## config.mk

```make
export PLATFORM = sky130hd
export DESIGN_NAME = lhp_port
export DESIGN_NICKNAME = d
export VERILOG_FILES = /design/src/rtl/lhp_port.v
export VERILOG_INCLUDE_DIRS = /design/src /design/src/rtl
export SDC_FILE = /design/constraint.sdc
export NUM_CORES = 1
export LEC_CHECK = 0
export ABC_AREA = 1
export BUFFER_PORTS_ARGS = -buffer_cell sky130_fd_sc_hd__buf_2
export CAP_MARGIN = 25
export CORE_MARGIN = 2
export CORE_UTILIZATION = 53
export CTS_CLUSTER_DIAMETER = 50
export DETAILED_ROUTE_END_ITERATION = 8
export PLACE_DENSITY_LB_ADDON = 0.12
export SYNTH_ARGS = -nofsm -noshare
export SYNTH_HDL_FRONTEND = slang
export SYNTH_SLANG_ARGS = --single-unit
```

## constraint.sdc

```tcl
create_clock -name clk_sys -period 2.27 [get_ports clk_sys]
set_input_delay 0.227 -clock clk_sys [delete_from_list [all_inputs] [get_ports clk_sys]]
set_output_delay 0.227 -clock clk_sys [all_outputs]
set_load 0.05 [all_outputs]
```

## src/rtl/lhp_map.vh

```
// What this block does
// RL1: Register select low on write loads the bus byte into instruction register.
// RL2: Register select low on read returns busy flag and address counter.
// RL3: Register select high accesses the data register for reads and writes.
// RL4: Direction input high means read, low means write.
// RL5: Data lines are tri-state, driven only during reads.
// RL6: Busy flag appears on the top data line during status reads.
// RL7: Nibble mode uses only the upper four data lines.
// RL8: In serial mode data line three sets one slave address bit.
// RL9: Host holds the strobe low while the serial interface is used.
// RL10: Power-down input high enters power-down; low is normal operation.
// RL11: Two 6-bit supply codes, programmed range 1 to 63.
// RL12: Selected supply code of zero switches the generator off.
// RL13: First code applies in character mode, second in icon mode.
// RL14: Direct mode disables generator and ties supply output to rail.
// RL15: Bias levels follow multiplex rate: five for 1:18 and 1:9, four for 1:2.
// RL16: Strobe high starts a transfer; data moves on its falling edge.
// RL17: Busy one refuses instructions; host waits for zero. This block passes instructions on whatever the busy flag.
// RL18: Internal reset completes three clock cycles after reset release.
// RL19: Nibble mode sends upper nibble first, then lower nibble.
`ifndef LHP_MAP_VH
`define LHP_MAP_VH
`define LHP_RS_INSTR      1'b0
`define LHP_RS_DATA       1'b1
`define LHP_DIR_READ      1'b1
`define LHP_DIR_WRITE     1'b0
`define LHP_BUSY_BIT      7
`define LHP_SADDR_BIT     3
`define LHP_VCODE_OFF     6'h00
`define LHP_MUX_1_18      2'h0
`define LHP_MUX_1_9       2'h1
`define LHP_MUX_1_2       2'h2
`define LHP_BIAS_5        3'h5
`define LHP_BIAS_4        3'h4
`define LHP_SYNC_RST_CYC  3
`endif

```

## src/rtl/lhp_port.v

```verilog
`timescale 1ns/1ps
`include "lhp_map.vh"

module lhp_port #(
  parameter AC_W = 7
) (
  // Clock and reset
  input  wire            clk_sys,
  input  wire            reset_n,
  // Host pins
  input  wire            register_select,
  input  wire            read_not_write,
  input  wire            strobe,
  input  wire [7:0]      host_data_in,
  output reg  [7:0]      host_data_out,
  output reg  [7:0]      host_data_oe_n,
  // Mode and supply controls
  input  wire            nibble_mode,
  input  wire            serial_sel,
  input  wire            power_down_in,
  input  wire            icon_mode,
  input  wire            direct_supply_bit,
  input  wire [5:0]      vcode_a,
  input  wire [5:0]      vcode_b,
  input  wire [1:0]      mux_rate,
  // Core side
  input  wire            core_busy,
  input  wire [AC_W-1:0] addr_counter,
  input  wire [7:0]      read_data,
  output reg  [7:0]      instr_byte,
  output reg             instr_valid,
  output reg  [7:0]      data_byte,
  output reg             data_valid,
  output reg             data_read_ack,
  // Supply and state outputs
  output reg             gen_enable,
  output reg             direct_connect,
  output reg  [5:0]      gen_code,
  output reg  [2:0]      bias_levels,
  output reg             power_down,
  output reg             serial_addr_bit,
  output reg             sync_rst_done
);

  // ************************************************************
  // Input synchronisers
  // ************************************************************
  // Host pins, power_down_in and serial_sel are asynchronous to clk_sys, so they pass two flip-flops.
  reg [12:0] sync_a;
  reg [12:0] sync_b;
  always @(posedge clk_sys or negedge reset_n) begin
    if (!reset_n) begin
      sync_a <= 13'h0000;
      sync_b <= 13'h0000;
    end else begin
      sync_a <= {register_select, read_not_write, strobe, host_data_in,
                 power_down_in, serial_sel};
      sync_b <= sync_a;
    end
  end
  wire       s_rs     = sync_b[12];
  wire       s_rw     = sync_b[11];
  wire       s_e      = sync_b[10];
  wire [7:0] s_db     = sync_b[9:2];
  wire       s_pd     = sync_b[1];
  wire       s_serial = sync_b[0];

  // ************************************************************
  // Internal synchronous reset
  // ************************************************************
  reg [1:0] rst_cnt;
  always @(posedge clk_sys or negedge reset_n) begin
    if (!reset_n) begin
      rst_cnt       <= 2'h0;
      sync_rst_done <= 1'b0;
    end else if (!sync_rst_done) begin
      rst_cnt <= rst_cnt + 2'h1;
      if (rst_cnt == `LHP_SYNC_RST_CYC - 1)
        sync_rst_done <= 1'b1; // [RL18]
    end
  end

  // ************************************************************
  // Strobe edge and nibble pairing
  // ************************************************************
  reg  e_prev;
  reg  nib_second;
  reg  [3:0] nib_hi;
  reg  rd_active;
  // Strobe is ignored in serial mode; the host keeps it low there.
  wire e_fall = e_prev && !s_e && !s_serial && sync_rst_done; // [RL9] [RL16]
  wire e_rise = !e_prev && s_e && !s_serial && sync_rst_done; // [RL16]
  wire is_read = (s_rw == `LHP_DIR_READ); // [RL4]
  wire byte_done = !nibble_mode || nib_second; // [RL19]
  wire [7:0] wr_byte = nibble_mode ? {nib_hi, s_db[7:4]} : s_db; // [RL7]

  reg [7:0] rd_byte;
  always @* begin
    if (s_rs == `LHP_RS_INSTR) begin
      rd_byte = 8'h00;
      rd_byte[AC_W-1:0] = addr_counter; // [RL2]
      rd_byte[`LHP_BUSY_BIT] = core_busy; // [RL6]
    end else begin
      rd_byte = read_data; // [RL3]
    end
  end

  always @(posedge clk_sys or negedge reset_n) begin
    if (!reset_n) begin
      e_prev         <= 1'b0;
      nib_second     <= 1'b0;
      nib_hi         <= 4'h0;
      rd_active      <= 1'b0;
      host_data_out  <= 8'h00;
      host_data_oe_n <= 8'hff;
      instr_byte     <= 8'h00;
      instr_valid    <= 1'b0;
      data_byte      <= 8'h00;
      data_valid     <= 1'b0;
      data_read_ack  <= 1'b0;
    end else begin
      e_prev        <= s_e;
      instr_valid   <= 1'b0;
      data_valid    <= 1'b0;
      data_read_ack <= 1'b0;
      if (e_rise && is_read) begin
        rd_active      <= 1'b1; // [RL5]
        host_data_oe_n <= nibble_mode ? 8'h0f : 8'h00; // [RL7]
        if (nibble_mode && nib_second)
          host_data_out <= {rd_byte[3:0], 4'h0}; // [RL19]
        else
          host_data_out <= rd_byte;
      end
      if (e_fall) begin
        rd_active      <= 1'b0;
        host_data_oe_n <= 8'hff; // [RL5]
        if (nibble_mode)
          nib_second <= !nib_second; // [RL19]
        if (!byte_done && !is_read)
          nib_hi <= s_db[7:4];
        if (byte_done && !is_read) begin
          // Busy refusal is left to the core; the flag only informs.
          if (s_rs == `LHP_RS_INSTR) begin
            instr_byte  <= wr_byte; // [RL1] [RL17]
            instr_valid <= 1'b1;
          end else begin
            data_byte  <= wr_byte; // [RL3]
            data_valid <= 1'b1;
          end
        end
        if (byte_done && is_read && s_rs == `LHP_RS_DATA)
          data_read_ack <= 1'b1;
      end
      if (!nibble_mode)
        nib_second <= 1'b0;
    end
  end

  // ************************************************************
  // Supply generator and bias selection
  // ************************************************************
  wire [5:0] sel_code = icon_mode ? vcode_b : vcode_a; // [RL11] [RL13]
  always @(posedge clk_sys or negedge reset_n) begin
    if (!reset_n) begin
      gen_enable      <= 1'b0;
      direct_connect  <= 1'b0;
      gen_code        <= `LHP_VCODE_OFF;
      bias_levels     <= `LHP_BIAS_5;
      power_down      <= 1'b0;
      serial_addr_bit <= 1'b0;
    end else begin
      power_down     <= s_pd; // [RL10]
      gen_code       <= sel_code;
      direct_connect <= direct_supply_bit && !s_pd; // [RL14]
      gen_enable     <= (sel_code != `LHP_VCODE_OFF) && // [RL12]
                        !direct_supply_bit && !s_pd; // [RL14]
      if (mux_rate == `LHP_MUX_1_2)
        bias_levels <= `LHP_BIAS_4; // [RL15]
      else
        bias_levels <= `LHP_BIAS_5; // [RL15]
      if (s_serial)
        serial_addr_bit <= s_db[`LHP_SADDR_BIT]; // [RL8]
    end
  end

endmodule
```

* Word level (Yosys, flattened, before mapping)
Cells that the tools add are included.
** Word-level totals
- Register bits :: 83
- Bits in latches :: 0
- RAM bits :: 0
- Memory bits (read-only) :: 0
- Output and inout port bits :: 49
- Logic and storage cells :: 75
- Memories :: 0
** Cells by class
- Add/sub/neg operators :: 1
- $mul :: 0
- Divide/modulo/power cells :: 0
- Magnitude comparators :: 0
- Equal/unequal tests :: 3
- Shift-type cells :: 0
- Mux-type cells :: 20
- Bitwise operators :: 1
- Reductions and logical operators :: 30
** Operators by type and width (count)
- $mux 8 :: 5
- $logic_and 1x1->1 :: 15
- $mux 1 :: 13
- $logic_not 1->1 :: 9
- $mux 6 :: 1
- $reduce_and 3->1 :: 2
- $reduce_bool 6->1 :: 1
- $eq 2x2->1 const B :: 2
- $mux 4 :: 1
- $add 2x1->2 const B :: 1
- $ne 2x1->1 const B :: 1
- $reduce_and 2->1 :: 1
- $reduce_bool 2->1 :: 1
- $logic_or 1x1->1 :: 1
- $not 1->1 :: 1

* Depth between registers and ports, before layout
- Depth after elaboration :: 7
- Mapped depth :: 8

* Worst setup path after synthesis
Ideal clock, no wire load.
- Kind :: register to register
- From :: register sync_rst_done
- To :: register host_data_out[4]
- Setup time :: 124 ps
- Data arrival time :: 1388 ps
- Data required time :: 2146 ps
- Path slack :: 758 ps
- Stages on the path, launching flop included :: 6
- Buffers on the path :: 0
- Clock period less this slack :: 1512 ps
- Cells stage by stage :: dfrtp_1 nand2_1 nor2_2 inv_2 nand2_1 nand2_1
** On the way
- Longest elaborated chain between the ends :: 2
** Ends and longest elaborated chain
- start, declared :: line lhp_port.v:42 : output reg sync_rst_done
- start signal, assigned :: line lhp_port.v:75 : sync_rst_done <= 1'b0;
- start signal, assigned :: line lhp_port.v:79 : sync_rst_done <= 1'b1;
- $logic_and 1x1->1 :: line lhp_port.v:92 : wire e_rise = !e_prev && s_e && !s_serial && sync_rst_done;
- $logic_and 1x1->1 :: line lhp_port.v:126 : if (e_rise && is_read) begin
- end signal, assigned :: line lhp_port.v:130 : host_data_out <= {rd_byte[3:0], 4'h0};
- end signal, assigned :: line lhp_port.v:132 : host_data_out <= rd_byte;
- end, declared :: line lhp_port.v:15 : output reg [7:0] host_data_out,
Every way passes these cells.
A chain may end at the register's enable or synchronous reset.

* Final worst setup path
- From :: register sync_b[12]
- To :: register instr_byte[3]
** On the way
- Longest elaborated chain between the ends :: 2
** Ends and longest elaborated chain
- start, declared :: line lhp_port.v:50 : reg [12:0] sync_b;
- start signal, assigned :: line lhp_port.v:58 : sync_b <= sync_a;
- $not 1->1 (no source line)
- $reduce_and 3->1 (no source line)
- end signal, assigned :: line lhp_port.v:144 : instr_byte <= wr_byte;
- end, declared :: line lhp_port.v:30 : output reg [7:0] instr_byte,
Every way passes these cells.

==> impl_results.md <==
- WL/cell: ~11 µm
- Setup violators final: 0
- Setup TNS: 0 ns
- R2r endpoint: instr_byte[3]
- Post-DP HPWL: between 3000 and 4000 µm
- CTS Hold Bufs: 13
- Final period util: about two thirds
- Lkg Pwr: between 1.5 and 2 nW
- Num CTS Buffers: 9
- GR Util All Layers: between 10% and 20%
- Crit Path Max Fanout: 11
- Net Switching: between 1 and 1.5 mW
- Routability congestion estimate: approximately 0.77
- H-tree depth: 3
- Die width: just under 80 µm
- Req. time, crit path: roughly 2.5 ns
- Clk slew on worst S/H paths: 0.08 ns
- Max Cap Viol: 0
- Setup crit start: sync_b[12]
- Core area: between 5000 and 6000 µm²
- Vias: roughly 2,200
- Fillers: 433
- Syn Nets: roughly 330
- Setup bufs post-CTS: 0
- Max-slew violation count: 0
- CTS tree: built
- Internal Pwr Total: slightly above 2 mW
- Vias/cell: approximately 4.7
- Largest net degree at the start of global routing: 76
- Max-slew headroom: 42.4%
- Total Wirelength: slightly above 5000 µm
- Max Freq: ~650 MHz
- Layout cells sized above 1: a little under a third
- Worst IR Drop VDD: a little over 0.6 mV
- Clk pwr share: roughly a quarter
- Vias in the first global route: 2,049
- Kind of launch point of the worst setup path: flip-flop
- PwrDens: 886 nW/µm²
- Reg2reg setup slack: 0.72 ns
- Worst hold path type: in -> async
- Pre-CTS WS: a little over 0.7 ns
- Clock sinks: 75
- Final hold slack: between 0.015 and 0.02 ns
- Final min period: between 1.5 and 2 ns
- Residual DRC: 0
- Root buf cell: clkbuf_8
- Area Overhead vs Synth: 26.8%
- CP arrival: roughly 1.8 ns
- Sequential cell area: 1880 µm²
- Mapped cell area: about 2800 µm²
- Worst-case clock buffer depth: 2
- Sw Share: a little over a third
- Boundary Pins: 97
- Final Hold Viols: 0
- First-pass GRT wire length: approximately 9000 µm
- DRT iter0 DRCs: between 70 and 80
- Count of inserted antenna diode cells: 0
- Port Buffers: 94
- Comb pwr share: between 20% and 30%
- Die ar.: a little under 6000 µm²
- Die Y: 77.2 µm
- Setup CP Type: reg -> reg
- DRT antenna net count: 0
- Initial Util: between 50 and 60%
- Yosys warns: 0
- Avg Synthesized Cell Area: between 10 and 15 µm²
- Final setup margin: approximately 0.72 ns
- Cells after Synth: around 280
- Clock Latency Late Sink: approximately 0.33 ns
- FF-to-FF path depth: 5
- #FFs+latches synth: between 70 and 80
- Worst Tran Pin Value: 0.864 ns
- Drt first pass iters: 4
- Sequential power share: 48.5%
- Total power: 3.19 mW
- Multi-input logic area: 805 µm²
- Fin nets: approximately 440
- RSZ-0062 raised after global routing: false
- Run status: finished clean
- Library cells used by synthesis: 23
- Initial antenna violation count: 0
- FP Rows: 26
- # resized after CTS: 0
- Critical R2R Launch: sync_b[12]
- Skew final: about 0.013 ns
- Sequential area share after synthesis: between 60% and 70%
- Critical Path Sink Type: flip-flop
- Total grt overflow: 0
worst max-delay path by stage:
| stage | endpoint | slack, ns | cells after the start |
|---|---|---|---|
| 6_report | instr_byte[3] | 0.72 | 5 |
| 3_3_place_gp | instr_byte[3] | 0.71 | 5 |
| 5_1_grt | instr_byte[3] | 0.54 | 5 |
| 4_1_cts | instr_byte[7] | 0.70 | 5 |
| 2_1_floorplan | host_data_out[4] | 0.76 | 5 |
| 3_5_place_dp | instr_byte[3] | 0.71 | 5 |
critical path, cell delays in order (launching register included):
cell and delay [ns]:
dfrtp_1 0.57, clkinv_1 0.35, nand2_2 0.28, nor2_4 0.09, nand2_1 0.09, nand2_1 0.05
Yosys cell counts:
cell,number,area share [%]
nor2_4,3,1.2
o211ai_1,4,1.1
buf_2,2,0.35
buf_4,8,2.1
o21ai_0,29,5.1
o21ai_1,2,0.35
nor2_2,1,0.22
dfstp_2,3,2.8
nand2_2,4,0.88
nand2_1,109,14
xnor2_1,1,0.31
inv_2,3,0.40
clkbuf_1,2,0.26
nand3_1,12,2.1
dfrtp_1,72,63
or2_2,1,0.22
clkinv_1,1,0.13
conb_1,2,0.26
buf_6,1,0.40
inv_1,14,1.8
nor2_8,1,0.70
ha_1,1,0.44
nor2_1,8,1.1
metrics by stage:
step                utilization [%]  instances  cell area [µm²]
floorplan                         -        284             2840
global placement               64.5        435             3310
detailed placement             64.5        435             3310
CTS                            70.1        463             3600
global route                   70.1        463             3600
finish                         70.1        463             3600
state kept, by name, summed over array words and instances (netlist names), 4 cells and up:
| name | cells |
|---|---|
| host_data_out | 8 |
| sync_a | 13 |
| data_byte | 8 |
| gen_code | 6 |
| sync_b | 13 |
| nib_hi | 4 |
| instr_byte | 8 |
power by group through the flow:
stage	clock network [mW]	logic (mW)	registers [mW]
floorplan	0	0.246	1.93
global placement	0	0.792	1.57
detailed placement	0	0.799	1.57
CTS	0.860	0.817	1.55
global route	0.919	0.869	1.57
finish	0.835	0.810	1.55
cells in the final DEF, fill, tap and decap left out:
cell type	netlist	final
clkinv_4	0	1
nand3_1	12	12
nor2_1	8	8
clkinvlp_4	0	1
clkinv_1	1	1
inv_2	3	3
dfstp_2	3	3
clkbuf_8	0	9
nor2_4	3	3
nand2_1	109	109
dfrtp_1	72	72
nand2_2	4	4
buf_4	8	1
o21ai_1	2	2
conb_1	2	2
dlygate4sd3_1	0	13
buf_2	2	93
xnor2_1	1	1
o211ai_1	4	4
inv_1	14	14
o21ai_0	29	29
or2_2	1	1
clkinv_2	0	3
nor2_8	1	1
clkbuf_1	2	1
nor2_2	1	1
ha_1	1	1
logic make-up (layout without fill, tap and decap cells):
kind of cell               Yosys count  after routing  synth area share [%]
xor gates and xnor gates             1              1                 0.308
buffers and inverters               31            140                  5.50
and+or+nand+nor                    139            139                  20.8
other                                2              2                 0.264
adders and majority gates            1              1                 0.440
DFF                                 75             75                  66.2
AOI/OAI and AO/OA                   35             35                  6.52
cell type report:
cell class,count,share of cell area (%)
flip-flops and latches,75,52.2
well taps,70,2.43
clock buffers,10,3.54
clock inverters,5,0.868
multi-input cells,178,22.3
inverters,18,1.88
repair buffers,107,16.7
layer usage:
layer	global-route usage, %	vias to the layer above	wire (µm)
met4	8.75	0	76
met1	25.3	986	2290
met2	30.0	76	2440
met5	0	-	0
li1	-	1090	-
met3	5.53	6	332
Power figures use the tool's default switching activity.
